$ cat src/include/cric_pkg.sv
// Constants and types shared by the clock, reset and interrupt block
package cric_pkg;
    // Register byte addresses and reset values
    localparam logic [7:0] MISC_ADDR = 8'h20;
    localparam logic [7:0] STAT_ADDR = 8'h24;
    localparam logic [7:0] MISC_RESET = 8'h00;
    // Miscellaneous register fields
    localparam int MISC_SLOW_BIT = 0;
    localparam int MISC_DIV_LSB = 1;
    localparam int MISC_POL01_LSB = 3;
    localparam int MISC_CLKOUT_BIT = 5;
    localparam int MISC_POL23_LSB = 6;
    // Status register fields
    localparam int STAT_WAIT_BIT = 0;
    localparam int STAT_HALT_BIT = 1;
    localparam int STAT_RESET_BIT = 2;
    localparam int STAT_MASK_BIT = 3;
    localparam int STAT_PEND_LSB = 4;
    // Interrupt sources
    localparam int N_EXT = 4;
    localparam int N_PER = 5;
    localparam int N_SRC = 9;
    localparam int EXT_PINS = 4;
    localparam int VEC_W = 16;
    localparam logic [15:0] RESET_VEC = 16'hFFFE;
    localparam logic [15:0] TRAP_VEC = 16'hFFFC;
    localparam logic [15:0] SRC_VEC [N_SRC] = '{16'hFFF6, 16'hFFF4,
        16'hFFF2, 16'hFFF0, 16'hFFEC, 16'hFFEA, 16'hFFE8, 16'hFFE6,
        16'hFFE4};
    localparam logic [8:0] HALT_WAKE = 9'h00F;
    // Timing
    localparam int CLK_FREQ_MHZ = 250;
    localparam int DRIVE_TIME_NS = 1000;
    localparam int DRIVE_CYCLES = (DRIVE_TIME_NS * CLK_FREQ_MHZ + 999) / 1000;
    localparam int STAB_CORE_CYCLES = 4096;
    // External interrupt sensitivity codes
    typedef enum logic [1:0]
    {
        POL_FALL_LOW = 2'h0,
        POL_RISE = 2'h1,
        POL_FALL = 2'h2,
        POL_BOTH = 2'h3
    } cric_pol_type;
    // Sequencer states
    typedef enum logic [2:0]
    {
        ST_DRIVE, ST_HOLD, ST_STAB, ST_RUN, ST_PUSH, ST_WAIT, ST_HALT, ST_WAKE
    } cric_state_type;
endpackage

$ cat src/rtl/cric_clkdiv.sv
// Processor clock divider with equal high and low phases
`timescale 1ns/1ps
module cric_clkdiv
(
    // Clock and reset
    input wire logic clk,
    input wire logic rst_b,
    // Divider control
    input wire logic run,
    input wire logic slow,
    input wire logic [1:0] div_sel,
    // Generated clock
    output logic clk_out,
    output logic tick
);
    import cric_pkg::*;

    logic [3:0] cnt_q;
    logic [3:0] cnt_d;
    logic [3:0] half_m1;
    logic clk_q;
    logic clk_d;
    logic tick_q;
    logic tick_d;
    logic wrap;

    // Half period minus one, in oscillator cycles
    assign half_m1 = slow ? 4'((5'h02 << div_sel) - 5'h01) : 4'h0; // [RULE1]
    assign wrap = cnt_q >= half_m1;
    assign cnt_d = (!run || wrap) ? 4'h0 : cnt_q + 4'h1;
    assign clk_d = run && (wrap ? !clk_q : clk_q); // [RULE2]
    assign tick_d = run && wrap && !clk_q;
    assign clk_out = clk_q;
    assign tick = tick_q;

    always_ff @(posedge clk)
    begin
        if (!rst_b)
        begin
            cnt_q <= 4'h0;
            clk_q <= 1'b0;
            tick_q <= 1'b0;
        end
        else
        begin
            cnt_q <= cnt_d;
            clk_q <= clk_d;
            tick_q <= tick_d;
        end
    end
endmodule

$ cat src/rtl/cric_extint.sv
// Edge and level detector for one shared external interrupt vector
`timescale 1ns/1ps
module cric_extint
(
    // Clock and reset
    input wire logic clk,
    input wire logic rst_b,
    // Synchronised pins and their interrupt enables
    input wire logic [cric_pkg::EXT_PINS-1:0] pins,
    input wire logic [cric_pkg::EXT_PINS-1:0] pin_ie,
    // Sensitivity and latch clear
    input wire logic [1:0] pol,
    input wire logic clr,
    // Request
    output logic req
);
    import cric_pkg::*;

    logic any_ie;
    logic comb;
    logic prev_q;
    logic latch_q;
    logic latch_d;
    logic fall_en;
    logic rise_en;
    logic hit;

    assign any_ie = |pin_ie;
    // Pins not enabled read as high in the AND
    assign comb = &(pins | ~pin_ie); // [RULE19]
    assign fall_en = pol != POL_RISE; // [RULE25]
    assign rise_en = (pol == POL_RISE) || (pol == POL_BOTH);
    assign hit = any_ie && ((fall_en && prev_q && !comb)
        || (rise_en && !prev_q && comb));
    // A new edge wins over a clear in the same cycle
    assign latch_d = hit || (latch_q && !clr); // [RULE18]
    assign req = latch_q || (pol == POL_FALL_LOW && any_ie && !comb);

    always_ff @(posedge clk)
    begin
        if (!rst_b)
        begin
            prev_q <= 1'b1;
            latch_q <= 1'b0;
        end
        else
        begin
            prev_q <= comb;
            latch_q <= latch_d;
        end
    end
endmodule

$ cat src/rtl/cric_top.sv
// Clock, reset sequencing and interrupt control of the core
// Functional notes
// [RULE1] Core clock is oscillator/2, slow adds /2..16
// [RULE2] Core clock has equal high and low phases
// [RULE3] Reset from pin, power-on, watchdog, low voltage
// [RULE4] Reset exit loads vector FFFEh
// [RULE5] Internal reset drives reset pin low fixed time
// [RULE6] Reset lasts at least 4096 core cycles
// [RULE7] Pin reset captured asynchronously, any clock state
// [RULE8] Reset held while pin stays low
// [RULE9] 4096-cycle delay after reset and halt wake
// [RULE10] Low voltage holds reset and pin low
// [RULE11] Maskable requests wait while mask set
// [RULE12] Entry stacks context, sets mask, loads vector
// [RULE13] Return from interrupt clears mask
// [RULE14] Highest fixed priority request served first
// [RULE15] Trap entered regardless of mask
// [RULE16] Any wakes wait; external only wakes halt
// [RULE17] External vector needs event and clear mask
// [RULE18] Edge request latched, cleared on entry
// [RULE19] Shared-vector pins ANDed before detection
// [RULE20] Peripheral request needs enable and clear mask
// [RULE21] Peripheral clears request by flag sequence
// [RULE22] Clear sequence discards pending latch
// [RULE23] Mask set means maskables disabled
// [RULE24] Wait clears mask and stops the core
// [RULE25] Polarity resets to falling edge and low
// [RULE26] Reset released synchronously to clock
`timescale 1ns/1ps
module cric_top
#(
    parameter int STAB_CYCLES = cric_pkg::STAB_CORE_CYCLES
)
(
    // Clock and power-on reset
    input wire logic CLK,
    input wire logic RST_B,
    // AHB-Lite slave
    input wire logic HSEL,
    input wire logic [31:0] HADDR,
    input wire logic [1:0] HTRANS,
    input wire logic HWRITE,
    input wire logic [2:0] HSIZE,
    input wire logic [31:0] HWDATA,
    input wire logic HREADY,
    output logic [31:0] HRDATA,
    output logic HREADYOUT,
    output logic HRESP,
    // Reset pin and reset sources
    input wire logic RST_B_PIN_IN,
    output logic RST_B_PIN_OUT,
    output logic RST_B_PIN_OE,
    input wire logic WDG_RST,
    input wire logic LVD_LOW,
    output logic SYS_RESET_B,
    // Generated clocks
    output logic CORE_CLK_OUT,
    output logic CORE_CLK_EN,
    output logic PERIPH_CLK_EN,
    // External interrupt pins
    input wire logic [15:0] EXT_PIN_IN,
    input wire logic [15:0] EXT_PIN_IE,
    // Peripheral interrupt flags
    input wire logic [cric_pkg::N_PER-1:0] PERIPH_FLAG,
    input wire logic [cric_pkg::N_PER-1:0] PERIPH_EN,
    input wire logic [cric_pkg::N_PER-1:0] PERIPH_CLR,
    // Core handshake
    input wire logic INSTR_END,
    input wire logic TRAP_EXEC,
    input wire logic RETURN_FROM_INTERRUPT_EXEC,
    input wire logic SIM_EXEC,
    input wire logic RIM_EXEC,
    input wire logic WFI_EXEC,
    input wire logic HALT_EXEC,
    input wire logic STACK_DONE,
    output logic INT_ENTRY,
    output logic VEC_LOAD,
    output logic [cric_pkg::VEC_W-1:0] VECTOR,
    output logic MASK_BIT
);
    import cric_pkg::*;

    function automatic logic is_reg(input logic [31:0] a,
        input logic [7:0] off);
        return a == {24'h000000, off};
    endfunction

    function automatic logic [15:0] vec_of(input logic [N_SRC-1:0] oh);
        logic [15:0] v;
        v = 16'h0000;
        for (int i = 0; i < N_SRC; i++)
            if (oh[i])
                v = v | SRC_VEC[i];
        return v;
    endfunction

    ////////////////////////////////////////////////////////////////////
    // Input synchronisers

    logic rpin_a_q;
    logic rpin_b_q;
    logic [16:0] sync_a_q;
    logic [16:0] sync_b_q;
    logic pin_low;
    logic lvd_s;
    logic [15:0] ext_s;

    // Asserts with the pin, releases on the clock
    always_ff @(posedge CLK or negedge RST_B_PIN_IN) // [RULE7]
    begin
        if (!RST_B_PIN_IN)
        begin
            rpin_a_q <= 1'b0;
            rpin_b_q <= 1'b0;
        end
        else
        begin
            rpin_a_q <= 1'b1;
            rpin_b_q <= rpin_a_q; // [RULE26]
        end
    end

    always_ff @(posedge CLK)
    begin
        sync_a_q <= {LVD_LOW, EXT_PIN_IN};
        sync_b_q <= sync_a_q;
    end

    assign pin_low = !rpin_b_q;
    assign lvd_s = sync_b_q[16];
    assign ext_s = sync_b_q[15:0];

    ////////////////////////////////////////////////////////////////////
    // Register bus

    logic [7:0] misc_q;
    logic [7:0] misc_d;
    logic wr_misc_q;
    logic [31:0] hrdata_q;
    logic [31:0] hrdata_d;
    logic [31:0] stat;
    logic ap_valid;
    logic ap_word;
    logic wr_misc;
    logic [N_EXT-1:0] pol_chg;

    assign ap_valid = HSEL && HTRANS[1] && HREADY;
    assign ap_word = HSIZE == 3'h2;
    assign wr_misc = wr_misc_q;
    assign misc_d = wr_misc ? HWDATA[7:0] : misc_q;
    // Any change of a polarity field drops the latched requests of both vectors it controls
    assign pol_chg[0] = wr_misc && (HWDATA[4:3] != misc_q[4:3]);
    assign pol_chg[1] = pol_chg[0];
    assign pol_chg[2] = wr_misc && (HWDATA[7:6] != misc_q[7:6]);
    assign pol_chg[3] = pol_chg[2];
    // Reads see a write still in its data phase
    assign hrdata_d = !(ap_valid && !HWRITE) ? 32'h00000000 :
        is_reg(HADDR, MISC_ADDR) ? {24'h000000, misc_d} :
        is_reg(HADDR, STAT_ADDR) ? stat : 32'h00000000;

    always_ff @(posedge CLK)
    begin
        if (!RST_B)
        begin
            misc_q <= MISC_RESET; // [RULE25]
            wr_misc_q <= 1'b0;
            hrdata_q <= 32'h00000000;
        end
        else
        begin
            misc_q <= misc_d;
            wr_misc_q <= ap_valid && HWRITE && ap_word
                && is_reg(HADDR, MISC_ADDR);
            hrdata_q <= hrdata_d;
        end
    end

    ////////////////////////////////////////////////////////////////////
    // Clock divider

    logic div_clk;
    logic div_tick;
    cric_state_type state_q;
    cric_state_type state_d;

    cric_clkdiv u_div
    (
        .clk(CLK),
        .rst_b(RST_B),
        .run(state_q != ST_HALT),
        .slow(misc_q[MISC_SLOW_BIT]),
        .div_sel(misc_q[MISC_DIV_LSB +: 2]),
        .clk_out(div_clk),
        .tick(div_tick)
    );

    ////////////////////////////////////////////////////////////////////
    // Interrupt requests

    logic [N_EXT-1:0] ext_req;
    logic [N_EXT-1:0] ext_clr;
    logic [N_PER-1:0] per_prev_q;
    logic [N_PER-1:0] per_pend_q;
    logic [N_PER-1:0] per_pend_d;
    logic [N_SRC-1:0] pend;
    logic [N_SRC-1:0] mreq;
    logic [N_SRC-1:0] sel_oh;
    logic [N_SRC-1:0] src_oh_q;
    logic trap_pend_q;
    logic entry_any;
    logic halt_any;
    logic mask_q;
    logic vec_go;

    genvar g;
    generate
        for (g = 0; g < N_EXT; g++)
        begin : g_ext
            cric_extint u_ext
            (
                .clk(CLK),
                .rst_b(RST_B),
                .pins(ext_s[g*EXT_PINS +: EXT_PINS]),
                .pin_ie(EXT_PIN_IE[g*EXT_PINS +: EXT_PINS]),
                .pol(g < 2 ? misc_q[MISC_POL01_LSB +: 2]
                    : misc_q[MISC_POL23_LSB +: 2]),
                .clr(ext_clr[g]),
                .req(ext_req[g])
            );
        end
    endgenerate

    // Edge latches are dropped as their routine is entered
    assign ext_clr = (vec_go ? src_oh_q[N_EXT-1:0] : 4'h0) | pol_chg; // [RULE18]
    // Flag edge latches; set wins over a clearing sequence
    assign per_pend_d = (PERIPH_FLAG & ~per_prev_q)
        | (per_pend_q & ~PERIPH_CLR); // [RULE21] [RULE22]
    assign pend = {per_pend_q & PERIPH_EN, ext_req}; // [RULE20]
    assign mreq = mask_q ? 9'h000 : pend; // [RULE11] [RULE17] [RULE23]
    assign sel_oh = mreq & (~mreq + 9'h001); // [RULE14]
    assign entry_any = trap_pend_q || (|mreq); // [RULE15]
    assign halt_any = |(mreq & HALT_WAKE);

    ////////////////////////////////////////////////////////////////////
    // Reset, power and entry sequencer

    logic [15:0] cnt_q;
    logic [15:0] cnt_d;
    logic int_rst;
    logic drive_done;
    logic stab_done;
    logic entry_cap;
    logic rst_vec_go;
    logic in_rst_d;
    logic sleep_go;
    logic mask_d;

    assign int_rst = WDG_RST || lvd_s; // [RULE3] [RULE10]
    assign drive_done = cnt_q == 16'(DRIVE_CYCLES - 1);
    assign stab_done = div_tick && cnt_q == 16'(STAB_CYCLES - 1);

    always_comb
    begin
        state_d = state_q;
        case (state_q)
            ST_DRIVE:
                if (drive_done)
                    state_d = ST_HOLD;
            ST_HOLD:
                if (!pin_low)
                    state_d = ST_STAB; // [RULE8]
            ST_STAB:
                if (stab_done)
                    state_d = ST_RUN; // [RULE6]
            ST_RUN:
                if (INSTR_END && entry_any)
                    state_d = ST_PUSH; // [RULE12]
                else if (WFI_EXEC)
                    state_d = ST_WAIT;
                else if (HALT_EXEC)
                    state_d = ST_HALT;
            ST_PUSH:
                if (STACK_DONE)
                    state_d = ST_RUN;
            ST_WAIT:
                if (|mreq)
                    state_d = ST_PUSH; // [RULE16]
            ST_HALT:
                if (halt_any)
                    state_d = ST_WAKE; // [RULE16]
            ST_WAKE:
                if (stab_done)
                    state_d = entry_any ? ST_PUSH : ST_RUN; // [RULE9]
            default:
                state_d = ST_DRIVE;
        endcase
        if (int_rst)
            state_d = ST_DRIVE; // [RULE3]
        else if (pin_low && state_q != ST_DRIVE)
            state_d = ST_HOLD; // [RULE7]
    end

    // Counter restarts on every state change; low voltage pins it at zero
    assign cnt_d = (state_d != state_q || int_rst) ? 16'h0000 :
        (state_q == ST_DRIVE || div_tick) ? cnt_q + 16'h0001 : cnt_q;
    assign entry_cap = state_d == ST_PUSH && state_q != ST_PUSH;
    assign vec_go = state_q == ST_PUSH && state_d == ST_RUN;
    assign rst_vec_go = state_q == ST_STAB && state_d == ST_RUN; // [RULE4]
    assign in_rst_d = state_d == ST_DRIVE || state_d == ST_HOLD
        || state_d == ST_STAB;
    assign sleep_go = state_q == ST_RUN
        && (state_d == ST_WAIT || state_d == ST_HALT); // [RULE24]
    // Mask set by reset, entry or software; cleared by return, software or sleep
    assign mask_d = (in_rst_d || vec_go || (SIM_EXEC && state_q == ST_RUN))
        ? 1'b1 : ((RETURN_FROM_INTERRUPT_EXEC || RIM_EXEC) && state_q == ST_RUN)
        || sleep_go ? 1'b0 : mask_q; // [RULE12] [RULE13] [RULE24]

    assign stat = {19'h00000, pend, mask_q, state_q == ST_DRIVE
        || state_q == ST_HOLD || state_q == ST_STAB, state_q == ST_HALT
        || state_q == ST_WAKE, state_q == ST_WAIT};

    ////////////////////////////////////////////////////////////////////
    // State and output registers

    logic sys_rst_b_q;
    logic pin_oe_q;
    logic core_en_q;
    logic per_en_q;
    logic core_clk_q;
    logic int_entry_q;
    logic vec_load_q;
    logic [15:0] vector_q;
    logic core_run;

    assign core_run = !(state_q == ST_WAIT || state_q == ST_HALT
        || state_q == ST_WAKE); // [RULE24]

    always_ff @(posedge CLK)
    begin
        if (!RST_B)
        begin
            state_q <= ST_DRIVE;
            cnt_q <= 16'h0000;
            mask_q <= 1'b1;
            trap_pend_q <= 1'b0;
            src_oh_q <= 9'h000;
            per_prev_q <= 5'h00;
            per_pend_q <= 5'h00;
            sys_rst_b_q <= 1'b0;
            pin_oe_q <= 1'b1;
            core_en_q <= 1'b0;
            per_en_q <= 1'b0;
            core_clk_q <= 1'b0;
            int_entry_q <= 1'b0;
            vec_load_q <= 1'b0;
            vector_q <= RESET_VEC;
        end
        else
        begin
            state_q <= state_d;
            cnt_q <= cnt_d;
            mask_q <= mask_d;
            trap_pend_q <= in_rst_d ? 1'b0 : TRAP_EXEC
                || (trap_pend_q && !entry_cap); // [RULE15]
            if (entry_cap)
                src_oh_q <= trap_pend_q ? 9'h000 : sel_oh;
            per_prev_q <= PERIPH_FLAG;
            per_pend_q <= in_rst_d ? 5'h00 : per_pend_d;
            sys_rst_b_q <= !in_rst_d; // [RULE6]
            pin_oe_q <= state_d == ST_DRIVE; // [RULE5] [RULE10]
            core_en_q <= div_tick && core_run; // [RULE1]
            per_en_q <= div_tick && state_q != ST_HALT; // [RULE1]
            core_clk_q <= div_clk;
            int_entry_q <= state_d == ST_PUSH;
            vec_load_q <= vec_go || rst_vec_go;
            if (rst_vec_go)
                vector_q <= RESET_VEC; // [RULE4]
            else if (entry_cap)
                vector_q <= trap_pend_q ? TRAP_VEC : vec_of(sel_oh); // [RULE14]
        end
    end

    assign HRDATA = hrdata_q;
    assign HREADYOUT = 1'b1 | sys_rst_b_q;
    assign HRESP = 1'b0 & sys_rst_b_q;
    assign RST_B_PIN_OUT = 1'b0 & pin_oe_q;
    assign RST_B_PIN_OE = pin_oe_q;
    assign SYS_RESET_B = sys_rst_b_q;
    assign CORE_CLK_OUT = core_clk_q;
    assign CORE_CLK_EN = core_en_q;
    assign PERIPH_CLK_EN = per_en_q;
    assign INT_ENTRY = int_entry_q;
    assign VEC_LOAD = vec_load_q;
    assign VECTOR = vector_q;
    assign MASK_BIT = mask_q;
endmodule

$ cat config.mk
export PLATFORM = sky130hd
export DESIGN_NAME = cric_top
export DESIGN_NICKNAME = d
export VERILOG_FILES = /design/src/include/cric_pkg.sv /design/src/rtl/cric_clkdiv.sv /design/src/rtl/cric_extint.sv /design/src/rtl/cric_top.sv
export SDC_FILE = /design/constraint.sdc
export NUM_CORES = 1
export LEC_CHECK = 0
export BUFFER_PORTS_ARGS = -buffer_cell sky130_fd_sc_hd__buf_4
export CAP_MARGIN = 15
export CELL_PAD_IN_SITES_DETAIL_PLACEMENT = 0
export CELL_PAD_IN_SITES_GLOBAL_PLACEMENT = 1
export CORE_MARGIN = 3
export CORE_UTILIZATION = 41
export CTS_BUF_LIST = sky130_fd_sc_hd__clkbuf_8
export CTS_CLUSTER_SIZE = 8
export DETAILED_ROUTE_END_ITERATION = 16
export GPL_TIMING_DRIVEN = 0
export PLACE_DENSITY = 0.94
export REMOVE_ABC_BUFFERS = 1
export SKIP_LAST_GASP = 1
export SLEW_MARGIN = 40
export SYNTH_ARGS = -nofsm -noshare
export SYNTH_HDL_FRONTEND = slang
export SYNTH_HIERARCHICAL = 1
export SYNTH_SLANG_ARGS = --single-unit
$ cat constraint.sdc
create_clock -name CLK -period 5.4 [get_ports CLK]
set_input_delay 0.27 -clock CLK [delete_from_list [all_inputs] [get_ports CLK]]
set_output_delay 0.27 -clock CLK [all_outputs]
set_load 0.01 [all_outputs]
## Word-level counts from Yosys, hierarchy flattened

Cells that the tools add are included.

| storage, ports and cells | value |
|---|---|
| register bits | 149 |
| bits in latches | 0 |
| RAM bits | 0 |
| bits in read-only memories | 0 |
| output and inout bits | 59 |
| memories kept | 0 |

| operators by class | value |
|---|---|
| $add $sub $neg | 4 |
| multipliers | 0 |
| div/mod/pow operators | 0 |
| $lt $le $gt $ge | 1 |
| equal/unequal tests | 29 |
| shift-type cells | 1 |
| mux-type cells | 32 |
| bitwise operators | 20 |
| reduce and logical (&&, ||, !) cells | 130 |

Operator list:

| kind | count |
|---|---|
| $mux 16 | 10 |
| $eq 32x6->1 const B | 2 |
| $logic_and 1x1->1 | 55 |
| $mux 3 | 13 |
| $logic_or 1x1->1 | 33 |
| $mux 8 | 3 |
| $pmux 3 s8 | 1 |
| $reduce_or 4->1 | 6 |
| $eq 3x3->1 const B | 7 |
| $or 4x4->4 | 5 |
| $logic_not 1->1 | 19 |
| $add 16x1->16 const B | 1 |
| $eq 16x12->1 const B | 1 |
| $eq 16x8->1 const B | 1 |
| $not 4->4 | 4 |
| $reduce_and 4->1 | 4 |
| $and 5x5->5 | 3 |
| $eq 3x2->1 const B | 5 |
| $mux 4 | 3 |
| $not 5->5 | 2 |
| $reduce_or 2->1 | 5 |
| $add 9x1->9 const B | 1 |
| $and 9x9->9 | 1 |
| $mux 9 | 1 |
| 21 further kinds | 31 |

## Depth between registers and ports, before layout

Gate-level depths: netlist of the first run.

| logic depth | value |
|---|---|
| depth after elaboration | 21 |
| mapped depth | 11 |

## Cells and area by module

Netlist of the first run, hierarchy kept.

Modules (own cells, without submodules):

| module | instances | cells each | area an instance (µm²) | sequential area each (µm²) |
|---|---|---|---|---|
| cric_top | 1 | 452 | 4327.9 | 2112.0 |
| cric_extint | 4 | 18 | 171.4 | 40.0 |
| cric_clkdiv | 1 | 33 | 327.8 | 120.1 |

## Worst setup path before layout of the first run

OpenSTA, ideal clock, no wires.

| path | value |
|---|---|
| path kind | input port to flip-flop |
| from | input port EXT_PIN_IE[8] |
| to | register cnt_q[10] (netlist name) |
| library setup time | 119 ps |
| arrival | 3046 ps |
| path slack | 2235 ps |
| cell stages on the path | 11 |
| buffers on the path | 1 |
| cell sequence | nor4_1 -> nor3_1 -> a21o_2 -> nor4_4 -> a41oi_2 -> a2111oi_0 -> nor4b_2 -> o2bb2ai_2 -> xnor2_2 -> buf_4 -> nor3_2 |

RTL lines:

| element | RTL line | source |
|---|---|---|
| start: declaration | cric_top.sv:62 | `input wire logic [15:0] EXT_PIN_IE,` |

==> impl_metrics.csv, run 1 <==
group,metric,value,unit
setup_path,crit_chain,"buf_4 > nor4_1 > nor3_1 > a21o_2 > nor4_4 > a41oi_2 > a2111oi_0 > nor4b_2 > o2bb2ai_2 > xnor2_4 > nor3_1",
cts,clockBufferDepth,2,
power_and_ir_drop,peakVddDrop,0.000178,V
layout,layout_common_cells,"buf_4 (142), dfxtp_1 (117), nor2_1 (52)",
cts,cts_htree_levels,4,
setup_path,critPathRequiredTime,5680,ps
place,post-dp-hpwl,9.74,mm
place,place_congestion,0.837,
sta,setup_slack,1810,ps
layout,nets,850,
layout,insertedDiodeCount,0,
routing,via_count,4385,
cts,cts_setup_buffers,0,
layout,multiInputGateArea,2650,µm²
layout,fillers,1162,
grt,antenna_found_initial,0,
floorplan,fp.dieH,120,µm
sta,setup_viol,0,
logic_synthesis,synth_warnings,6,
setup_path,crit_path_max_fanout,16,
sta,fin_skew,8.11,ps
grt,grt_util_all_layers,0.183,
setup_path,arrival,3870,ps
floorplan,core,12700,µm²
setup_path,critPathMaxStageDelay,610,ps
power_and_ir_drop,seqPwrFrac,0.520,
setup_path,worst-setup-path-type,"in -> reg",
power_and_ir_drop,pwr-share-clk,0.389,
routing,drt_iter0_drc,209,
cts,cts_tree,"built",
run,cap_violations,0,
floorplan,start_util,0.422,
setup_path,start_kind,"input port",
logic_synthesis,synth-edff-count,0,
logic_synthesis,synthArstFlopShare,0.0168,
sta,fmax,279,MHz
setup_path,r2r_start,"misc_q[6]$_SDFF_PN0_",
layout,seq_area,2390,µm²
power_and_ir_drop,combPwrFrac,0.091,
floorplan,dieArea,14400,µm²
cts,clk_pin_slew_worst_paths,60,ps
sta,max-slew-margin-rel,0.542,
sta,tightestPinTransition,685,ps
cts,cts_inserted_buffers,17,
place,pre_cts_slack,1390,ps
layout,layout.cells.most_common,"buf_4",
sta,hold_violations,0,
grt,grt_overflow,0,
power_and_ir_drop,internal_power,1.35,mW
power_and_ir_drop,netSwitchingFraction,0.231,
layout,area_growth,29.5,%
worst_hold_path,hp-start,"PERIPH_FLAG[3]",
floorplan,die_w,120,µm
grt,grt_max_degree,28,
logic_synthesis,avgSynthCellArea,9.59,µm²
routing,wl,13.0,mm
cts,clk_latency,430,ps
layout,postLayoutCellArea,6920,µm²
routing,wl_per_cell,14.5,µm
logic_synthesis,postSynthCellCount,557,
power_and_ir_drop,p_switching,0.405,mW
setup_path,crit_path_end_kind,"flop",
floorplan,num_rows,41,
setup_path,crit_family,"compound AO/OA/AOI/OAI gates",
logic_synthesis,synth_seq_cells,119,
power_and_ir_drop,powerDensity,254,nW/µm²
logic_synthesis,synth_top_area_share,0.439,
power_and_ir_drop,leakage,2.87,nW
place,place_area,6410,µm²
floorplan,io_pins,191,
logic_synthesis,yosys.area.top_type,"dfxtp_1",
sta,post-route-min-period,3590,ps
routing,via_per_inst,4.90,
cts,cts_root_buffer,"clkbuf_8",
logic_synthesis,yosys_most_used_dff,"dfxtp_1",
layout,drive_gt1_frac,0.307,
grt,grt_first_pass_wirelength,20.8,mm
setup_path,cp_slowest_cell,"a2111oi_0",
logic_synthesis,syn_area,5340,µm²
place,io_buffers,142,
cts,cts.sinks,119,
setup_path,path_buf_inv,1,
routing,ant_nets,0,
logic_synthesis,synth_seq_area_share,0.448,
logic_synthesis,synthTopCellsByArea,"dfxtp_1 (44%), buf_4 (4.8%), nor2_1 (3.7%)",
sta,period_share,0.664,
logic_synthesis,synth_cell_type_count,71,
sta,rsz0062_at_grt,"no",
run_status,status,"completed",
grt,first_global_vias,4413,
routing,drc,0,
setup_path,crit_start,"EXT_PIN_IE[12]",
sta,setup_tns,0,ps
worst_hold_path,min_path_type,"in -> reg",
routing,dr.pass1.iters,4,
sta,slew_viol_final,0,
setup_path,cp_common_cell,"nor3_1",
==> cells by family after synthesis <==
kind of cell / after synthesis / share of synthesized area
multiplexers: 13 / 0.0281
AND/OR/NAND/NOR: 231 / 0.253
XOR/XNOR: 24 / 0.0408
AO/OA/AOI/OAI: 92 / 0.138
buffers and inverters: 69 / 0.0743
adder cells (fa/ha/maj): 7 / 0.0164
flip-flops: 119 / 0.448
other: 2 / 0.00141
==> sequential cells by signal (all words and copies together), names as in the netlist, 3 cells and up <==
name	count
HRDATA	13
VECTOR	5
cnt_q	16
g_ext.u_ext/latch_q	4
g_ext.u_ext/prev_q	4
misc_q	8
per_pend_q	5
per_prev_q	5
src_oh_q	4
state_q	3
sync_a_q	17
sync_b_q	17
u_div/cnt_q	4
==> power groups by stage <==
stage / Clock (mW) / Sequential, mW / Combinational, mW
floorplan: 0 / 0.930 / 0.0657
global placement: 0 / 0.932 / 0.146
detailed placement: 0 / 0.933 / 0.150
CTS: 0.703 / 0.914 / 0.161
global route: 0.740 / 0.916 / 0.175
finish: 0.682 / 0.914 / 0.160
==> Yosys cell counts, types with 7 or more instances <==
cell type    n
mux2i_1      9
nand3_1     13
nor3_1      18
a21oi_1     27
o21ai_1     10
inv_1       17
dfxtp_1    117
nand2b_1    23
ha_1         7
nand2b_2     8
buf_4       34
nor3_2      10
nand4_1      7
nand2_1     41
nor4_1      12
and2_1       8
clkbuf_1     9
nor2_1      52
xor2_1      17
o21ai_0     13
==> metrics by stage <==
| stage | std cells | util | hold slack (ps) | power (mW) |
|---|---|---|---|---|
| after floorplan | 532 | - | -25.6 | 0.996 |
| after global placement | 846 | 0.504 | 53.9 | 1.08 |
| after detailed placement | 846 | 0.506 | 56.6 | 1.08 |
| after CTS | 895 | 0.546 | 21.1 | 1.78 |
| after global routing | 895 | 0.546 | 30.8 | 1.83 |
| final | 895 | 0.546 | 55.4 | 1.76 |
==> layer usage <==
metal	up-vias	routed length, µm	track usage
li1	2197	-	-
met1	2010	5530	0.220
met2	158	6320	0.305
met3	20	935	0.0490
met4	0	225	0.0795
met5	-	0	0
==> final cells by class <==
| class | instances | share of cell area |
|---|---|---|
| clock buffers | 18 | 0.0358 |
| clock inverters | 13 | 0.0116 |
| inverters | 22 | 0.0119 |
| multi-input cells | 391 | 0.384 |
| flip-flops and latches | 119 | 0.346 |
| well taps | 172 | 0.0311 |
| repair buffers | 160 | 0.180 |
==> worst paths after layout <==
path,slack [ps],endpoint,depth (start not counted)
max,1810,cnt_q[4]$_SDFFE_PP0P_,11
min,60,per_prev_q[3]$_SDFF_PN0_,2
max reg2reg,1830,cnt_q[4]$_SDFFE_PP0P_,9
min reg2reg,330,sync_b_q[14]$_DFF_P_,0
max in group asynchronous,5150,rpin_b_q$_DFF_PN0_,2
min in group asynchronous,160,rpin_a_q$_DFF_PN0_,2
==> what timing repair did <==
item | 4_1_cts | 5_1_grt
gates resized for setup | 0 | 0
endpoints found under the hold margin | 19 | 0
hold buffers | 18 | 0
(Power assumes the default switching activity.)
==> run 2: changes to the inputs <==
Settings changed: CORE_UTILIZATION 41 to 38, PLACE_DENSITY 0.94 to 0.88.
Clock period 5.4 ns to 3.7 ns, I/O delays scaled along.
==> run 2 against run 1 <==
Register-to-register slack got worse by 1400 ps. Clock skew is 8.8 ps higher. Die area rose by 7.5%. Core utilization down 1.6 points. Flip-flop and latch count unchanged. Largest cell class unchanged. Combinational power up 52%. Wire length is 0.72% lower. Sequential power increased by 46%. Critical path type is now reg -> reg. Worst hold slack lost 30 ps. Critical path depth is 1 lower. Highest routed layer unchanged. Via count increased by 2.5%.
==> impl_metrics.csv, run 2 (synthesized netlist as in run 1, its figures left out) <==
group,metric,value,unit
layout,postLayoutCellArea,7150,µm²
power_and_ir_drop,powerDensity,374,nW/µm²
grt,antenna_found_initial,0,
routing,via_count,4494,
power_and_ir_drop,peakVddDrop,0.000312,V
power_and_ir_drop,seqPwrFrac,0.498,
setup_path,r2r_cells,10,
layout,layout.cells.most_common,"buf_4",
grt,grt_overflow,0,
sta,setup_viol,0,
setup_path,crit_path_max_fanout,8,
cts,clk_pin_slew_worst_paths,80,ps
power_and_ir_drop,leakage,2.95,nW
setup_path,arrival,3640,ps
cts,clockBufferDepth,2,
place,post-dp-hpwl,9.52,mm
floorplan,core,13500,µm²
layout,layout_common_cells,"buf_4 (146), dfxtp_1 (117), nor2_1 (52)",
power_and_ir_drop,combPwrFrac,0.091,
setup_path,crit_path_end_kind,"flop",
layout,multiInputGateArea,2660,µm²
grt,grt_first_pass_wirelength,21.6,mm
place,place_congestion,0.839,
floorplan,die_w,125,µm
grt,grt_max_degree,28,
cts,cts_root_buffer,"clkbuf_8",
cts,cts_tree,"built",
cts,cts_inserted_buffers,17,
floorplan,io_pins,191,
power_and_ir_drop,pwr-share-clk,0.410,
setup_path,worst-setup-path-type,"reg -> reg",
power_and_ir_drop,p_switching,0.643,mW
power_and_ir_drop,internal_power,2.03,mW
sta,fin_skew,17.0,ps
grt,first_global_vias,4525,
sta,tightestPinTransition,717,ps
layout,fillers,1252,
place,io_buffers,142,
sta,fmax,306,MHz
worst_hold_path,min_path_type,"in -> reg",
sta,rsz0062_at_grt,"no",
run,cap_violations,0,
sta,period_share,0.883,
routing,dr.pass1.iters,4,
layout,seq_area,2390,µm²
layout,nets,866,
layout,post-route-util,0.530,
run_status,status,"completed",
sta,slew_viol_final,0,
routing,wl,12.9,mm
cts,cts_htree_levels,4,
floorplan,start_util,0.395,
setup_path,critPathRequiredTime,4070,ps
cts,cts.sinks,119,
sta,max-slew-margin-rel,0.518,
routing,wl_per_cell,14.1,µm
layout,insertedDiodeCount,0,
floorplan,fp.dieH,125,µm
layout,area_growth,33.9,%
setup_path,start_kind,"flop",
sta,hold_violations,0,
worst_hold_path,holdPathStages,3,
layout,drive_gt1_frac,0.319,
routing,drc,0,
routing,ant_nets,0,
routing,via_per_inst,4.91,
sta,post-route-min-period,3270,ps
power_and_ir_drop,finalPower,2.67,mW
routing,drt_iter0_drc,262,
floorplan,dieArea,15500,µm²
cts,clk_latency,430,ps
grt,grt_util_all_layers,0.170,
layout,reg_top3,"sync_a_q: 17 flops, sync_b_q: 17 flops, cnt_q: 16 flops",
place,place_area,6410,µm²
floorplan,num_rows,42,
power_and_ir_drop,netSwitchingFraction,0.240,
-- run 2: changes by cell type in the layout (fill, tap and decap cells not counted), moves of 2 or more --
cell | previous run | this run
dlygate4sd3_1 | 18 | 29
clkinvlp_4 | 0 | 2
buf_4 | 142 | 146
inv_1 | 25 | 17
clkinv_4 | 0 | 7
clkinv_2 | 4 | 2
-- run 2: worst paths after layout --
check | start | to | slack [ps]
setup / recovery | misc_q[6]$_SDFF_PN0_ | MASK_BIT$_SDFFE_PP1P_ | 430
hold / removal | HWDATA[0] | misc_q[0]$_SDFF_PN0_ | 30
setup reg to reg | misc_q[6]$_SDFF_PN0_ | MASK_BIT$_SDFFE_PP1P_ | 430
hold reg to reg | sync_a_q[16]$_DFF_P_ | sync_b_q[16]$_DFF_P_ | 330
max in group asynchronous | RST_B_PIN_IN | rpin_b_q$_DFF_PN0_ | 3540
min in group asynchronous | RST_B_PIN_IN | rpin_a_q$_DFF_PN0_ | 80
-- run 2: metrics by stage --
step,setup slack (ps),instances,TNS (ps),hold WS [ps]
3_3_place_gp,-599,850,-10030,-31.0
2_1_floorplan,408,532,0,-111
3_5_place_dp,-310,850,-6260,-29.1
6_report,431,916,0,25.6
5_1_grt,130,916,0,21.2
4_1_cts,66.0,911,0,1.85
-- run 2: worst max-delay path, cell delays in order, from the launching register on --
cell,delay (ps)
dfxtp_1,500
nor3_1,100
a21o_2,290
nor4_4,250
buf_4,190
a41oi_2,190
a211o_1,370
a21oi_1,530
nor2_1,110
o21ai_1,510
a311o_1,180
-- run 2: power groups by stage --
stage               clock network (mW)  registers [mW]  logic (mW)
CTS                               1.13            1.33       0.243
detailed placement                   0            1.36       0.217
global route                      1.20            1.34       0.266
global placement                     0            1.36       0.212
floorplan                            0            1.36      0.0959
finish                            1.10            1.33       0.244
-- run 2: metal layers --
metal,vias to the layer above,track usage,share of wire
li1,2224,-,-
met1,2115,0.198,0.42
met2,147,0.299,0.50
met3,8,0.0545,0.070
met4,0,0.0451,0.0086
met5,-,0,0
-- run 2: repair_timing --
action | 4_1_cts | 5_1_grt
setup buffers | 0 | 5
endpoints found under the hold margin | 30 | 0
setup endpoints to repair | 0 | 32
hold buffers | 29 | 0
resized for setup | 0 | 2
-- run 2: area by class of cell --
| cell class | instances | share of cell area |
|---|---|---|
| clock inverters | 13 | 0.0175 |
| inverters | 22 | 0.0115 |
| clock buffers | 19 | 0.0366 |
| well taps | 176 | 0.0308 |
| multi-input cells | 391 | 0.372 |
| flip-flops and latches | 119 | 0.334 |
| repair buffers | 176 | 0.197 |
==> run 3: changes to the inputs <==
Settings changed: CORE_UTILIZATION 38 to 37, PLACE_DENSITY 0.88 to 0.87, SYNTH_HIERARCHICAL 1 to not set.
==> run 3 against run 2 <==
Synthesized area is 2.5% lower. Die area is 0.17% higher. Largest cell class unchanged. Critical path type unchanged. Clock skew is 7.3 ps lower. Flip-flop and latch count stayed put. Worst hold slack better by 7.4 ps. Total power is 2.8% higher. Sequential share of layout area is 0.71 points higher. Count of clock-buffer cells in the layout is 1 higher. Wire length is 7.6% higher. Sequential power hardly changed. Core utilization is 1.1 points lower. Setup slack worse by 63 ps.
==> impl_metrics.csv, run 3 <==
group,metric,value,unit
sta,max-slew-margin-rel,0.463,
floorplan,fp.dieH,125,µm
logic_synthesis,synth-edff-count,0,
routing,via_count,4700,
logic_synthesis,yosys_most_used_dff,"dfxtp_1",
sta,setup_viol,0,
layout,layout_common_cells,"buf_4 (142), dfxtp_1 (117), nor2_1 (45)",
power_and_ir_drop,powerDensity,392,nW/µm²
cts,cts_tree,"built",
sta,fin_skew,9.70,ps
sta,period_share,0.901,
cts,clockBufferDepth,2,
floorplan,start_util,0.386,
routing,wl_per_cell,15.0,µm
routing,drt_iter0_drc,300,
place,io_buffers,142,
cts,cts_root_buffer,"clkbuf_8",
sta,hold_violations,0,
layout,drive_gt1_frac,0.247,
setup_path,critPathRequiredTime,4030,ps
setup_path,crit_path_max_fanout,16,
setup_path,regToRegSetupSlack,370,ps
cts,clk_pin_slew_worst_paths,70,ps
run_status,status,"completed",
grt,antenna_found_initial,0,
sta,post-route-min-period,3330,ps
place,place_congestion,0.927,
setup_path,crit_start,"MASK_BIT$_SDFFE_PP1P_",
grt,first_global_vias,4724,
logic_synthesis,synthArstFlopShare,0.0168,
setup_path,r2r_cells,8,
floorplan,core,13500,µm²
logic_synthesis,syn_area,5210,µm²
floorplan,die_w,125,µm
sta,setup_tns,0,ps
logic_synthesis,synthTopCellsByArea,"dfxtp_1 (45%), buf_4 (4.9%), nand2b_1 (4.1%)",
routing,drc,0,
layout,fillers,1271,
power_and_ir_drop,peakVddDrop,0.000307,V
sta,slew_viol_final,0,
logic_synthesis,yosys.area.top_type,"dfxtp_1",
setup_path,endpoint,"cnt_q[13]$_SDFFE_PP0P_",
logic_synthesis,synth_cell_type_count,66,
layout,layout.cells.most_common,"buf_4",
run,cap_violations,0,
logic_synthesis,ys_top_cells_by_count,"dfxtp_1 (117), nor2_1 (45), nand2_1 (42)",
cts,clk_latency,430,ps
cts,cts_hold_buf,33,
cts,cts_inserted_buffers,17,
floorplan,dieArea,15500,µm²
setup_path,r2r_end,"cnt_q[13]$_SDFFE_PP0P_",
setup_path,r2r_start,"MASK_BIT$_SDFFE_PP1P_",
logic_synthesis,synth_seq_area_share,0.459,
layout,reg_top3,"sync_a_q: 17 flops, sync_b_q: 17 flops, cnt_q: 16 flops",
cts,cts_setup_buffers,0,
cts,cts_resized,0,
layout,nets,878,
grt,grt_overflow,0,
cts,cts_htree_levels,4,
grt,grt_first_pass_wirelength,22.5,mm
place,dpl.cell_count,863,
setup_path,worst-setup-path-type,"reg -> reg",
setup_path,start_kind,"flop",
setup_path,crit_path_end_kind,"flop",
logic_synthesis,synth_seq_cells,119,
routing,dr.pass1.iters,5,
sta,fmax,300,MHz
layout,area_growth,34.4,%
grt,grt_util_all_layers,0.178,
setup_path,arrival,3660,ps
floorplan,num_rows,42,
layout,instances_no_fill,929,
sta,tightestPinTransition,805,ps
routing,ant_nets,0,
place,post-dp-hpwl,10.2,mm
sta,rsz0062_at_grt,"no",
floorplan,io_pins,191,
routing,wl,13.9,mm
logic_synthesis,post-synth-top-count-cell,"dfxtp_1",
grt,grt_max_degree,24,
logic_synthesis,synth_top_area_share,0.450,
logic_synthesis,postSynthCellCount,571,
logic_synthesis,avgSynthCellArea,9.12,µm²
cts,cts.sinks,119,
worst_hold_path,min_path_type,"in -> reg",
power_and_ir_drop,leakage,2.80,nW
logic_synthesis,synth_warnings,0,
routing,via_per_inst,5.06,
[run 3: cell types whose count changed after synthesis, moves of 7 or more]
cell	previous run	this run
nand2b_2	8	0
nand2b_1	23	34
nor3_2	10	0
nor2_1	52	45
nor3_1	18	36
[run 3: worst min path at each step]
| stage | startpoint | end | slack [ps] | cells after the start |
|---|---|---|---|---|
| 6_report | HWDATA[2] | misc_q[2]$_SDFF_PN0_ | 30 | 3 |
| 3_3_place_gp | RST_B_PIN_IN | rpin_a_q$_DFF_PN0_ | -30 | 1 |
| 4_1_cts | PERIPH_CLR[2] | per_pend_q[2]$_SDFF_PP0_ | 0.8 | 3 |
| 2_1_floorplan | RST_B_PIN_IN | rpin_a_q$_DFF_PN0_ | -110 | 0 |
| 3_5_place_dp | RST_B_PIN_IN | rpin_a_q$_DFF_PN0_ | -30 | 1 |
| 5_1_grt | PERIPH_CLR[2] | per_pend_q[2]$_SDFF_PP0_ | 10 | 3 |
[run 3: report_power, final]
part	internal [mW]	total (mW)	leakage (nW)	switching (mW)
logic	0.127	0.210	1.59	0.0836
clock network	0.707	1.20	0.222	0.498
registers	1.32	1.33	0.984	0.0144
total	2.15	2.75	2.80	0.596
[run 3: kinds of logic after synthesis]
kind of cell,Yosys count,share of synthesized area
AO/OA/AOI/OAI,95,0.129
XOR/XNOR,24,0.0418
adder cells (fa/ha/maj),7,0.0168
AND/OR/NAND/NOR,255,0.265
multiplexers,9,0.0173
buffers and inverters,60,0.0694
other,2,0.00144
flip-flops,119,0.459
[run 3: worst max-delay path, stage by stage (launching register included)]
cell and delay [ps]:
dfxtp_1 470, or3_1 480, a41oi_1 480, a2111oi_4 170
a211o_1 370, a41oi_4 320, xnor2_1 180, o2111ai_2 440
nor3_1 310
[run 3: metrics by stage]
stage	cell area [µm²]	setup slack (ps)	utilization	hold slack (ps)	power [mW]
after floorplan	4980	1010	-	-111	1.42
after detailed placement	6260	386	0.464	-27.2	1.54
after global placement	6260	469	0.464	-30.4	1.54
final	7000	368	0.519	33.0	2.75
after CTS	7000	366	0.518	0.761	2.78
after global routing	7000	79.8	0.518	11.9	2.86
[run 3: cell type report]
cell class              count  area (µm²)  share of cell area
multi-input cells         414        2540               0.362
flip-flops and latches    119        2390               0.342
repair buffers            175        1400               0.199
clock buffers              20         275              0.0393
well taps                 176         220              0.0314
clock inverters            12         134              0.0191
inverters                  12        45.0             0.00643
diodes                      1        2.50            0.000357
[run 3: per-layer routing]
metal | global-route usage | wire length, µm | part of all wire | up-vias
met5 | 0 | 0 | 0 | -
met4 | 0.0735 | 312 | 0.022 | 0
met2 | 0.292 | 6540 | 0.47 | 190
met1 | 0.209 | 5850 | 0.42 | 2168
li1 | - | - | - | 2318
met3 | 0.0643 | 1190 | 0.086 | 24
